### config.mk
export PLATFORM = sky130hd
export DESIGN_NAME = jtp_jitter_gen
export DESIGN_NICKNAME = d
export VERILOG_FILES = /design/src/design/jtp_pkg.sv /design/src/design/jtp_fifo.sv /design/src/design/jtp_jitter_gen.sv
export SDC_FILE = /design/constraint.sdc
export NUM_CORES = 1
export LEC_CHECK = 0
export BUFFER_PORTS_ARGS = -buffer_cell sky130_fd_sc_hd__buf_2
export CAP_MARGIN = 20
export CELL_PAD_IN_SITES_DETAIL_PLACEMENT = 0
export CELL_PAD_IN_SITES_GLOBAL_PLACEMENT = 1
export CORE_UTILIZATION = 50
export DETAILED_ROUTE_END_ITERATION = 8
export GPL_ROUTABILITY_DRIVEN = 0
export PLACE_DENSITY = 0.81
export SYNTH_ARGS = -nofsm -noshare
export SYNTH_HDL_FRONTEND = slang
export SYNTH_SLANG_ARGS = --single-unit
export TNS_END_PERCENT = 20
### constraint.sdc
create_clock -name CORE_CLK_IN -period 3.2 [get_ports CORE_CLK_IN]
set_clock_uncertainty 0.2 [all_clocks]
set_input_delay 0.48 -clock CORE_CLK_IN [delete_from_list [all_inputs] [get_ports CORE_CLK_IN]]
set_output_delay 0.48 -clock CORE_CLK_IN [all_outputs]
set_load 0.05 [all_outputs]
### src/design/jtp_pkg.sv
// Purpose: Shared constants and types for the jitter test pattern generator.
// Assumes: One 20 MHz transmit symbol clock, synchronous active-low reset.
// Notes:   The station address of the management port is arbitrary.
package jtp_pkg;
    localparam int          SYM_W      = 10;
    localparam int          FIFO_DEPTH = 8;
    localparam logic [3:0]  FIFO_SAFE  = 4'h6;   // Depth minus two: room for one in-flight push
    localparam logic [4:0]  PHY_ADDR   = 5'h00;  // Arbitrary station address
    localparam logic [4:0]  REG_ADDR   = 5'h10;
    localparam logic [15:0] CTRL_RESET = 16'h0000;
    localparam logic [15:0] CTRL_WMASK = 16'hF3FF;
    localparam int          EN_BIT     = 15;
    localparam int          SEL_HI     = 14;
    localparam int          SEL_LO     = 12;
    localparam int          CUST_HI    = 9;
    localparam int          CUST_LO    = 0;
    localparam logic [2:0]  SEL_CUSTOM = 3'h0;
    localparam logic [2:0]  SEL_HIGH   = 3'h1;
    localparam logic [2:0]  SEL_MIXED  = 3'h2;
    localparam logic [2:0]  SEL_CLOW   = 3'h3;
    localparam logic [2:0]  SEL_RAND   = 3'h4;
    localparam logic [2:0]  SEL_LOW    = 3'h5;
    localparam logic [9:0]  PAT_HIGH   = 10'h2AA;
    localparam logic [9:0]  PAT_LOW    = 10'h3E0;
    localparam logic [9:0]  PAT_MIX0   = 10'h3EB;
    localparam logic [9:0]  PAT_MIX1   = 10'h014;
    localparam logic [9:0]  LFSR_SEED  = 10'h3FF;
    localparam logic [5:0]  PRE_ONES   = 6'h20;
    localparam logic [4:0]  HDR_LAST   = 5'h0C;
    localparam logic [4:0]  TA_LAST    = 5'h01;
    localparam logic [4:0]  DATA_LAST  = 5'h0F;
    localparam logic [1:0]  OP_RD      = 2'h2;
    localparam logic [1:0]  OP_WR      = 2'h1;

    typedef enum logic [1:0] {
        MD_IDLE = 2'b00,
        MD_HDR  = 2'b01,
        MD_TA   = 2'b10,
        MD_DATA = 2'b11
    } jtp_mdio_e;

    typedef struct packed {
        logic             vld;
        logic [SYM_W-1:0] sym;
    } jtp_sym_s;
endpackage

### src/design/jtp_fifo.sv
// Purpose: Small synchronous FIFO between the symbol source and the output stage.
// Assumes: Single clock, synchronous active-low reset.
// Notes:   Storage is flip-flops; level lets the parent derive an early ready.
`timescale 1ns/1ps
module jtp_fifo #(
    parameter int W = 10,
    parameter int D = 8
) (
    input  wire logic                 clk_in,       // Clock
    input  wire logic                 rst_n_in,     // Sync reset, active low
    input  wire logic                 in_valid_in,  // Write request
    output logic                      in_ready_out, // Not full
    input  wire logic [W-1:0]         in_data_in,   // Write data
    output logic                      out_valid_out,// Not empty
    input  wire logic                 out_ready_in, // Read accept
    output logic [W-1:0]              out_data_out, // Head word
    output logic [$clog2(D):0]        level_out     // Words held
);
    localparam int AW = $clog2(D);
    logic [W-1:0]  mem_r [D];
    logic [AW-1:0] wr_ptr_r;
    logic [AW-1:0] rd_ptr_r;
    logic [AW:0]   cnt_r;
    logic          push;
    logic          pop;

    assign in_ready_out  = (cnt_r != (AW+1)'(D));
    assign out_valid_out = (cnt_r != '0);
    assign out_data_out  = mem_r[rd_ptr_r];
    assign level_out     = cnt_r;
    assign push          = in_valid_in & in_ready_out;
    assign pop           = out_valid_out & out_ready_in;

    always_ff @(posedge clk_in) begin
        if (push) begin
            mem_r[wr_ptr_r] <= in_data_in;
        end
    end

    always_ff @(posedge clk_in) begin
        if (!rst_n_in) begin
            wr_ptr_r <= '0;
            rd_ptr_r <= '0;
            cnt_r    <= '0;
        end else begin
            if (push) begin
                wr_ptr_r <= (wr_ptr_r == AW'(D-1)) ? '0 : wr_ptr_r + 1'b1;
            end
            if (pop) begin
                rd_ptr_r <= (rd_ptr_r == AW'(D-1)) ? '0 : rd_ptr_r + 1'b1;
            end
            if (push && !pop) begin
                cnt_r <= cnt_r + 1'b1;
            end else if (pop && !push) begin
                cnt_r <= cnt_r - 1'b1;
            end
        end
    end
endmodule

### src/design/jtp_jitter_gen.sv
// Purpose: Transmit jitter test pattern source with its management control register.
// Assumes: MDC well below a quarter of the core clock; symbol source and transceiver share the core clock.
// Notes:   One control register sits behind the management serial frame at a single address.
// Overview of operation
// - While the enable bit is set, the selected test pattern replaces normal symbols on the transmit path.
// - Clearing the enable bit returns the path to normal encoded data and idle symbols.
// - A three-bit select field picks the pattern, and software must not use codes six and seven.
// - Select code zero sends the 10-bit custom symbol from the register.
// - Select code one sends the alternating one-zero high frequency pattern.
// - Select code two sends the 20-bit mixed frequency pattern as two alternating symbols.
// - Select code three sends five ones and five zeros, and code four sends a random pattern.
// - Select code five sends the standard five ones then five zeros low frequency pattern.
// - The custom symbol field is used when enabled with select code zero, and also with reserved codes six and seven.
`timescale 1ns/1ps
module jtp_jitter_gen (
    input  wire logic       CORE_CLK_IN,       // Transmit symbol clock, 20 MHz
    input  wire logic       RST_N_IN,          // Sync reset, active low
    input  wire logic       MDC_IN,            // Management clock pin
    input  wire logic       MDIO_IN,           // Management data pin, input
    output logic            MDIO_OUT,          // Management data pin, output
    output logic            MDIO_OE_OUT,       // Management data pin, drive enable
    input  wire logic [9:0] TX_SYM_IN,         // Normal encoded symbol
    input  wire logic       TX_SYM_VALID_IN,   // Normal symbol valid
    output logic            TX_SYM_READY_OUT,  // Normal symbol accepted
    output logic [9:0]      TBI_TXD_OUT,       // Symbol to transceiver
    output logic            TBI_TX_VALID_OUT,  // Symbol valid
    input  wire logic       TBI_TX_READY_IN    // Transceiver takes symbol
);
    logic               mdc_s1_r, mdc_s2_r, mdc_s3_r;
    logic               mdio_s1_r, mdio_s2_r;
    logic               mdc_rise;
    jtp_pkg::jtp_mdio_e md_st_r;
    logic [5:0]         ones_r;
    logic [4:0]         bit_cnt_r;
    logic [12:0]        hdr_r;
    logic [15:0]        wsh_r;
    logic [15:0]        rsh_r;
    logic               hit;
    logic               wr_now;
    logic [15:0]        ctrl_r, ctrl_nxt;
    logic               en_r;
    logic [2:0]         sel_act_r;
    logic               phase_r;
    logic               phase_nxt;
    logic [9:0]         lfsr_r;
    logic [9:0]         pat_sym;
    logic               src_ready_r;
    logic               push_vld;
    logic [9:0]         push_sym;
    logic               fifo_rdy, fifo_vld, fifo_pop;
    logic [9:0]         fifo_sym;
    logic [3:0]         fifo_lvl;
    logic               gen_fire;
    jtp_pkg::jtp_sym_s  out_r;

    // Pin synchronisers; MDC edge detect uses the second and third stages, MDIO logic uses the second
    always_ff @(posedge CORE_CLK_IN) begin
        if (!RST_N_IN) begin
            {mdc_s1_r, mdc_s2_r, mdc_s3_r} <= 3'h0;
            {mdio_s1_r, mdio_s2_r}         <= 2'h3;
        end else begin
            {mdc_s1_r, mdc_s2_r, mdc_s3_r} <= {MDC_IN, mdc_s1_r, mdc_s2_r};
            {mdio_s1_r, mdio_s2_r}         <= {MDIO_IN, mdio_s1_r};
        end
    end
    assign mdc_rise = mdc_s2_r & ~mdc_s3_r;

    // Frame tracker: preamble, start, opcode, addresses, turnaround, data
    always_ff @(posedge CORE_CLK_IN) begin
        if (!RST_N_IN) begin
            md_st_r   <= jtp_pkg::MD_IDLE;
            ones_r    <= '0;
            bit_cnt_r <= '0;
            hdr_r     <= '0;
            wsh_r     <= '0;
        end else if (mdc_rise) begin
            case (md_st_r)
                jtp_pkg::MD_IDLE: begin
                    if (mdio_s2_r) begin
                        ones_r <= (ones_r == jtp_pkg::PRE_ONES) ? ones_r : ones_r + 1'b1;
                    end else begin
                        ones_r <= '0;
                        if (ones_r == jtp_pkg::PRE_ONES) begin
                            md_st_r   <= jtp_pkg::MD_HDR;
                            bit_cnt_r <= '0;
                        end
                    end
                end
                jtp_pkg::MD_HDR: begin
                    hdr_r     <= {hdr_r[11:0], mdio_s2_r};
                    bit_cnt_r <= bit_cnt_r + 1'b1;
                    if (bit_cnt_r == jtp_pkg::HDR_LAST) begin
                        md_st_r   <= jtp_pkg::MD_TA;
                        bit_cnt_r <= '0;
                    end
                end
                jtp_pkg::MD_TA: begin
                    bit_cnt_r <= bit_cnt_r + 1'b1;
                    if (bit_cnt_r == jtp_pkg::TA_LAST) begin
                        md_st_r   <= jtp_pkg::MD_DATA;
                        bit_cnt_r <= '0;
                    end
                end
                jtp_pkg::MD_DATA: begin
                    wsh_r     <= {wsh_r[14:0], mdio_s2_r};
                    bit_cnt_r <= bit_cnt_r + 1'b1;
                    if (bit_cnt_r == jtp_pkg::DATA_LAST) begin
                        md_st_r <= jtp_pkg::MD_IDLE;
                    end
                end
                default: md_st_r <= jtp_pkg::MD_IDLE;
            endcase
        end
    end

    assign hit    = hdr_r[12] && (hdr_r[9:5] == jtp_pkg::PHY_ADDR) && (hdr_r[4:0] == jtp_pkg::REG_ADDR);
    assign wr_now = mdc_rise && (md_st_r == jtp_pkg::MD_DATA) && (bit_cnt_r == jtp_pkg::DATA_LAST)
                    && hit && (hdr_r[11:10] == jtp_pkg::OP_WR);
    // Reserved bits are masked on write so they always read zero
    assign ctrl_nxt = wr_now ? ({wsh_r[14:0], mdio_s2_r} & jtp_pkg::CTRL_WMASK) : ctrl_r;

    // Read data driven after each rising MDC so the master samples it stable on the next one
    always_ff @(posedge CORE_CLK_IN) begin
        if (!RST_N_IN) begin
            MDIO_OE_OUT <= 1'b0;
            MDIO_OUT    <= 1'b1;
            rsh_r       <= '0;
        end else if (mdc_rise) begin
            if (md_st_r == jtp_pkg::MD_TA && bit_cnt_r == 5'h00 && hit && hdr_r[11:10] == jtp_pkg::OP_RD) begin
                MDIO_OE_OUT <= 1'b1;
                MDIO_OUT    <= 1'b0;
                rsh_r       <= ctrl_r;
            end else if (MDIO_OE_OUT && md_st_r == jtp_pkg::MD_DATA && bit_cnt_r == jtp_pkg::DATA_LAST) begin
                MDIO_OE_OUT <= 1'b0;
                MDIO_OUT    <= 1'b1;
            end else if (MDIO_OE_OUT) begin
                MDIO_OUT <= rsh_r[15];
                rsh_r    <= {rsh_r[14:0], 1'b0};
            end
        end
    end

    always_ff @(posedge CORE_CLK_IN) begin
        if (!RST_N_IN) begin
            ctrl_r <= jtp_pkg::CTRL_RESET;
            en_r   <= 1'b0;
        end else begin
            ctrl_r <= ctrl_nxt;
            en_r   <= ctrl_nxt[jtp_pkg::EN_BIT];
        end
    end

    assign gen_fire = en_r & fifo_rdy;

    always_comb begin
        if (!en_r) begin
            phase_nxt = 1'b0;
        end else if (gen_fire && sel_act_r == jtp_pkg::SEL_MIXED) begin
            phase_nxt = ~phase_r;
        end else begin
            phase_nxt = phase_r;
        end
    end

    // Selection is latched only when the next symbol starts a pattern; latching on the old
    // phase could leave the second mixed half pending under another code and lock the select
    always_ff @(posedge CORE_CLK_IN) begin
        if (!RST_N_IN) begin
            sel_act_r <= jtp_pkg::SEL_CUSTOM;
            phase_r   <= 1'b0;
            lfsr_r    <= jtp_pkg::LFSR_SEED;
        end else begin
            if (!phase_nxt) begin
                sel_act_r <= ctrl_r[jtp_pkg::SEL_HI:jtp_pkg::SEL_LO];
            end
            phase_r <= phase_nxt;
            if (gen_fire && sel_act_r == jtp_pkg::SEL_RAND) begin
                lfsr_r <= {lfsr_r[8:0], lfsr_r[9] ^ lfsr_r[6]};
            end
        end
    end

    // Reserved codes fall back to the custom symbol rather than stalling the link
    always_comb begin
        case (sel_act_r)
            jtp_pkg::SEL_CUSTOM: pat_sym = ctrl_r[jtp_pkg::CUST_HI:jtp_pkg::CUST_LO];
            jtp_pkg::SEL_HIGH:   pat_sym = jtp_pkg::PAT_HIGH;
            jtp_pkg::SEL_MIXED:  pat_sym = phase_r ? jtp_pkg::PAT_MIX1 : jtp_pkg::PAT_MIX0;
            jtp_pkg::SEL_CLOW:   pat_sym = jtp_pkg::PAT_LOW;
            jtp_pkg::SEL_RAND:   pat_sym = lfsr_r;
            jtp_pkg::SEL_LOW:    pat_sym = jtp_pkg::PAT_LOW;
            default:             pat_sym = ctrl_r[jtp_pkg::CUST_HI:jtp_pkg::CUST_LO];
        endcase
    end

    assign push_vld = en_r ? 1'b1 : (TX_SYM_VALID_IN & src_ready_r);
    assign push_sym = en_r ? pat_sym : TX_SYM_IN;

    // Early ready leaves one free slot for the push already in flight
    always_ff @(posedge CORE_CLK_IN) begin
        if (!RST_N_IN) begin
            src_ready_r <= 1'b0;
        end else begin
            src_ready_r <= (fifo_lvl <= jtp_pkg::FIFO_SAFE) && !ctrl_nxt[jtp_pkg::EN_BIT];
        end
    end
    assign TX_SYM_READY_OUT = src_ready_r;

    jtp_fifo #(
        .W (jtp_pkg::SYM_W),
        .D (jtp_pkg::FIFO_DEPTH)
    ) u_fifo (
        .clk_in        (CORE_CLK_IN),
        .rst_n_in      (RST_N_IN),
        .in_valid_in   (push_vld),
        .in_ready_out  (fifo_rdy),
        .in_data_in    (push_sym),
        .out_valid_out (fifo_vld),
        .out_ready_in  (fifo_pop),
        .out_data_out  (fifo_sym),
        .level_out     (fifo_lvl)
    );

    assign fifo_pop = fifo_vld & (~out_r.vld | TBI_TX_READY_IN);

    always_ff @(posedge CORE_CLK_IN) begin
        if (!RST_N_IN) begin
            out_r <= '0;
        end else if (fifo_pop) begin
            out_r <= '{vld: 1'b1, sym: fifo_sym};
        end else if (TBI_TX_READY_IN) begin
            out_r.vld <= 1'b0;
        end
    end
    assign TBI_TXD_OUT      = out_r.sym;
    assign TBI_TX_VALID_OUT = out_r.vld;

    a_test_blocks_src: assert property (@(posedge CORE_CLK_IN) disable iff (!RST_N_IN)
        en_r |-> !src_ready_r) else $error("normal source accepted during test mode");
    a_normal_passes: assert property (@(posedge CORE_CLK_IN) disable iff (!RST_N_IN)
        !en_r && TX_SYM_VALID_IN && src_ready_r |-> fifo_rdy && push_sym == TX_SYM_IN)
        else $error("normal symbol not passed");
    a_custom_symbol: assert property (@(posedge CORE_CLK_IN) disable iff (!RST_N_IN)
        gen_fire && sel_act_r == jtp_pkg::SEL_CUSTOM |-> push_sym == ctrl_r[9:0])
        else $error("custom symbol wrong");
    a_high_pattern: assert property (@(posedge CORE_CLK_IN) disable iff (!RST_N_IN)
        gen_fire && sel_act_r == jtp_pkg::SEL_HIGH |-> push_sym == 10'h2AA) else $error("high pattern wrong");
    a_mixed_pair: assert property (@(posedge CORE_CLK_IN) disable iff (!RST_N_IN)
        gen_fire && sel_act_r == jtp_pkg::SEL_MIXED && !phase_r && push_sym == 10'h3EB
        ##1 (fifo_rdy && en_r)[*1] |-> push_sym == 10'h014) else $error("mixed pattern second half wrong");
    a_low_patterns: assert property (@(posedge CORE_CLK_IN) disable iff (!RST_N_IN)
        gen_fire && (sel_act_r == jtp_pkg::SEL_CLOW || sel_act_r == jtp_pkg::SEL_LOW) |-> push_sym == 10'h3E0)
        else $error("low pattern wrong");
    a_sel_on_boundary: assert property (@(posedge CORE_CLK_IN) disable iff (!RST_N_IN)
        $changed(sel_act_r) |-> !phase_r) else $error("select changed mid pattern");
    a_continuous_send: assert property (@(posedge CORE_CLK_IN) disable iff (!RST_N_IN)
        en_r && fifo_rdy |-> push_vld ##1 (fifo_lvl != 4'h0)) else $error("test symbol not queued");
    a_reserved_zero: assert property (@(posedge CORE_CLK_IN) disable iff (!RST_N_IN)
        wr_now |=> ctrl_r[11:10] == 2'h0 && ctrl_r[9:0] == $past(wsh_r[8:0] << 1 | 10'(mdio_s2_r)) )
        else $error("register write not stored");
endmodule

==> results.sh <==
export IMPL_clock_tree_root_cell="clkbuf_16"
export IMPL_wl_mm=16.5
export IMPL_yosysSeqAreaShare=0.569
export IMPL_area_growth_pct=10.7
export IMPL_cp_arrival_ns=3.02
export IMPL_hold_path_class="primary input to flip-flop"
export IMPL_syn_area_um2=8240
export IMPL_yosysUniqueCellTypes=54
export IMPL_min_period_ns=2.92
export IMPL_tightest_slew_ns=1.08
export IMPL_setup_viol=0
export IMPL_ant_nets=0
export IMPL_die_area_um2=17000
export IMPL_drv_slew=0
export IMPL_clk_pin_slew_ns=0.07
export IMPL_fin_crit_sh=0.911
export IMPL_ys_ff_latch=194
export IMPL_routedWlPerCell_um=17.0
export IMPL_synth_top_cells_by_count="nand2_1 (126), dfxtp_1 (114), edfxtp_1 (80)"
export IMPL_die_h_um=130
export IMPL_crit_type="flip-flop to flip-flop"
export IMPL_critPathMaxStageDelay_ns=0.62
export IMPL_cts_resized=0
export IMPL_antenna_found_initial=0
export IMPL_numClockSinks=194
export IMPL_grt_max_degree=40
export IMPL_fin_nets=778
export IMPL_synth_edf_count=80
export IMPL_vias=5363
export IMPL_synth_simple_gate_area_frac=0.140
export IMPL_finalHoldViolCount=0
export IMPL_cp_common_cell="ha_1"
export IMPL_yosys_top_cells_area="edfxtp_1 (29%), dfxtp_1 (28%), nand2_1 (5.7%), mux4_2 (5.5%), mux2i_1 (5.0%)"
export IMPL_max_freq_mhz=343
export IMPL_power_density_nw_per_um2=673
export IMPL_critPathSlowestCell="or4b_1"
export IMPL_yosys_area_top_type="edfxtp_1"
export IMPL_ys_flop_type="dfxtp_1"
export IMPL_cts_tree="built"
export IMPL_regArea_um2=4680
export IMPL_dr_first_iter_drc_count=405
export IMPL_synthAdderAreaFrac=0.0283
export IMPL_critPathMaxFanout=6
export IMPL_synth_compound_area_frac=0.110
export IMPL_cts_hold_buffers=0
export IMPL_htreeDepth=4
export IMPL_maxCapViolCount=0
export IMPL_core_um2=16000
export IMPL_final_util=0.570
export IMPL_track_usage=0.210
export IMPL_synth_async_reset_ratio=0
export IMPL_overflow=0
export IMPL_p_leak_nw=3.35
export IMPL_critPathLaunchType="flip-flop"
export IMPL_yosysMostFrequentCell="nand2_1"
export IMPL_grt_pass1_wl_mm=26.8
export IMPL_synthMuxAreaShare=0.109
export IMPL_numCtsBuffers=17
export IMPL_fill_cells=1376
export IMPL_grt_pass1_vias=5178
export IMPL_start_util=0.515
export IMPL_syn_nets=760
export IMPL_drc=0
export IMPL_dp_hpwl_mm=11.2
export IMPL_die_w_um=130
export IMPL_synth_top_family_by_area="simple AND/OR/NAND/NOR gates"
export IMPL_num_rows=46
export IMPL_endpoint_kind="flip-flop"
export IMPL_drive_gt1_frac=0.135
export IMPL_antenna_cells=0
export IMPL_fin_cells=973
export IMPL_yosys_warnings=0
export IMPL_syn_area_per_cell_um2=11.3
export IMPL_port_buffers=29
export IMPL_cp_data_required_time_ns=3.31
export IMPL_dp_cells=941
export IMPL_rsz0062_at_grt="no"
export IMPL_status="finished clean"
export IMPL_ir_worst_vdd_v=0.000380
export IMPL_insertion_delay_ns=0.43
export IMPL_via_per_inst=5.51
export IMPL_io_pins=30
export IMPL_cts_buffer_depth=2
export IMPL_fin_setup_tns_ns=0
export IMPL_worstPathCellList="or4b_1 > and2_1 > ha_1 > inv_1 > ha_1 > a21o_1 > a21oi_1 > xnor2_1 > o211ai_1 > o31ai_1"
export IMPL_netlist_instances=726
export IMPL_synth_top_area_frac=0.292
export IMPL_multi_input_area_um2=3280
export IMPL_cts_setup_buffers=0
export IMPL_dr_pass1_iters=5
export IMPL_synth_xor_area_frac=0.0117
export IMPL_slew_headroom=0.275
==> worst paths after layout <==
| check | from | endpoint | slack [ns] | depth (start not counted) |
|---|---|---|---|---|
| worst max register to register | u_fifo.level_out[0] | u_fifo.level_out[3] | 0.28 | 10 |
| worst min-delay path | MDIO_IN | mdio_s1_r | 0.04 | 2 |
| worst min register to register | mdio_s1_r | mdio_s2_r | 0.21 | 1 |
| worst max-delay path | u_fifo.level_out[0] | u_fifo.level_out[3] | 0.28 | 10 |
==> metal layers <==
layer | vias up | wire length [um] | global-route usage
met4 | 0 | 214 | 0.0629
met3 | 13 | 473 | 0.0443
met5 | - | 0 | 0
li1 | 2634 | - | -
met2 | 89 | 8390 | 0.367
met1 | 2627 | 7450 | 0.261
==> power breakdown <==
group | switching (mW) | internal (mW) | total (mW)
logic | 0.776 | 0.518 | 1.29
clock network | 0.990 | 1.06 | 2.05
registers | 0.0879 | 2.71 | 2.80
total | 1.85 | 4.28 | 6.14
==> logic make-up after synthesis <==
| group | count (synthesis) |
|---|---|
| xor+xnor | 11 |
| simple gates | 243 |
| mux | 64 |
| buf+inv | 61 |
| fa+ha+maj | 18 |
| flops | 194 |
| compound gates | 135 |
==> metrics by stage <==
stage          power [mW]  setup WS (ns)  cell area, um2  hold slack, ns
2_1_floorplan        3.87          0.463            8240           0.186
5_1_grt              6.43         0.0136            9120          0.0452
6_report             6.14          0.284            9120          0.0372
4_1_cts              6.20          0.269            9120          0.0167
3_3_place_gp         4.11          0.408            8540           0.191
3_5_place_dp         4.16          0.275            8540           0.199
==> placed cells by master, fill, tap and decap left out, types with 3 or more instances in the layout <==
| cell type | netlist | final |
|---|---|---|
| buf_4 | 2 | 12 |
| o21ai_0 | 33 | 33 |
| inv_6 | 0 | 5 |
| xor2_1 | 6 | 6 |
| ha_1 | 17 | 17 |
| nor3_1 | 5 | 5 |
| a21o_1 | 3 | 3 |
| inv_8 | 0 | 4 |
| clkbuf_16 | 0 | 17 |
| and3_1 | 3 | 3 |
| a21boi_0 | 26 | 26 |
| nand2b_1 | 10 | 10 |
| nor2_1 | 38 | 38 |
| edfxtp_1 | 80 | 80 |
| a21oi_1 | 18 | 18 |
| or3_1 | 3 | 3 |
| nand3b_1 | 3 | 3 |
| buf_2 | 8 | 29 |
| o211ai_1 | 5 | 5 |
| nor2b_1 | 20 | 20 |
| o211a_1 | 9 | 9 |
| a31oi_1 | 17 | 17 |
| nand2_1 | 126 | 126 |
| xnor2_1 | 5 | 5 |
| nand3_1 | 6 | 6 |
| o22ai_1 | 3 | 3 |
| and2_1 | 9 | 9 |
| nand4_1 | 5 | 5 |
| mux4_2 | 20 | 20 |
| clkinv_4 | 0 | 3 |
| mux2i_1 | 41 | 41 |
| dfxtp_1 | 114 | 114 |
| nor3b_1 | 3 | 3 |
| inv_1 | 19 | 19 |
| a22oi_1 | 9 | 9 |
| mux2_2 | 3 | 3 |
==> state kept, by name, indices dropped and copies added (netlist names), 4 cells and up <==
signal and count:
u_fifo.mem_r 80, rsh_r 16, wsh_r 15, ctrl_r 13, hdr_r 13, TBI_TXD_OUT 10, lfsr_r 10, ones_r 6
bit_cnt_r 5, u_fifo.level_out 4
==> layout make-up <==
type,instances,share of cell area
Clock buffer,18,0.0482
Clock inverter,14,0.0148
Inverter,19,0.00782
Multi-Input combinational cell,471,0.360
Sequential cell,194,0.514
Tap cell,216,0.0296
Timing Repair Buffer,41,0.0258
==> critical path, delay by kind of cell (launching register included) <==
family / cells / cell delay, ns
simple gates: 2 / 0.89
compound gates: 4 / 0.60
fa+ha+maj: 2 / 0.50
flops: 1 / 0.38
buf+inv: 1 / 0.13
xor+xnor: 1 / 0.10
Power figures use the tool's default switching activity.
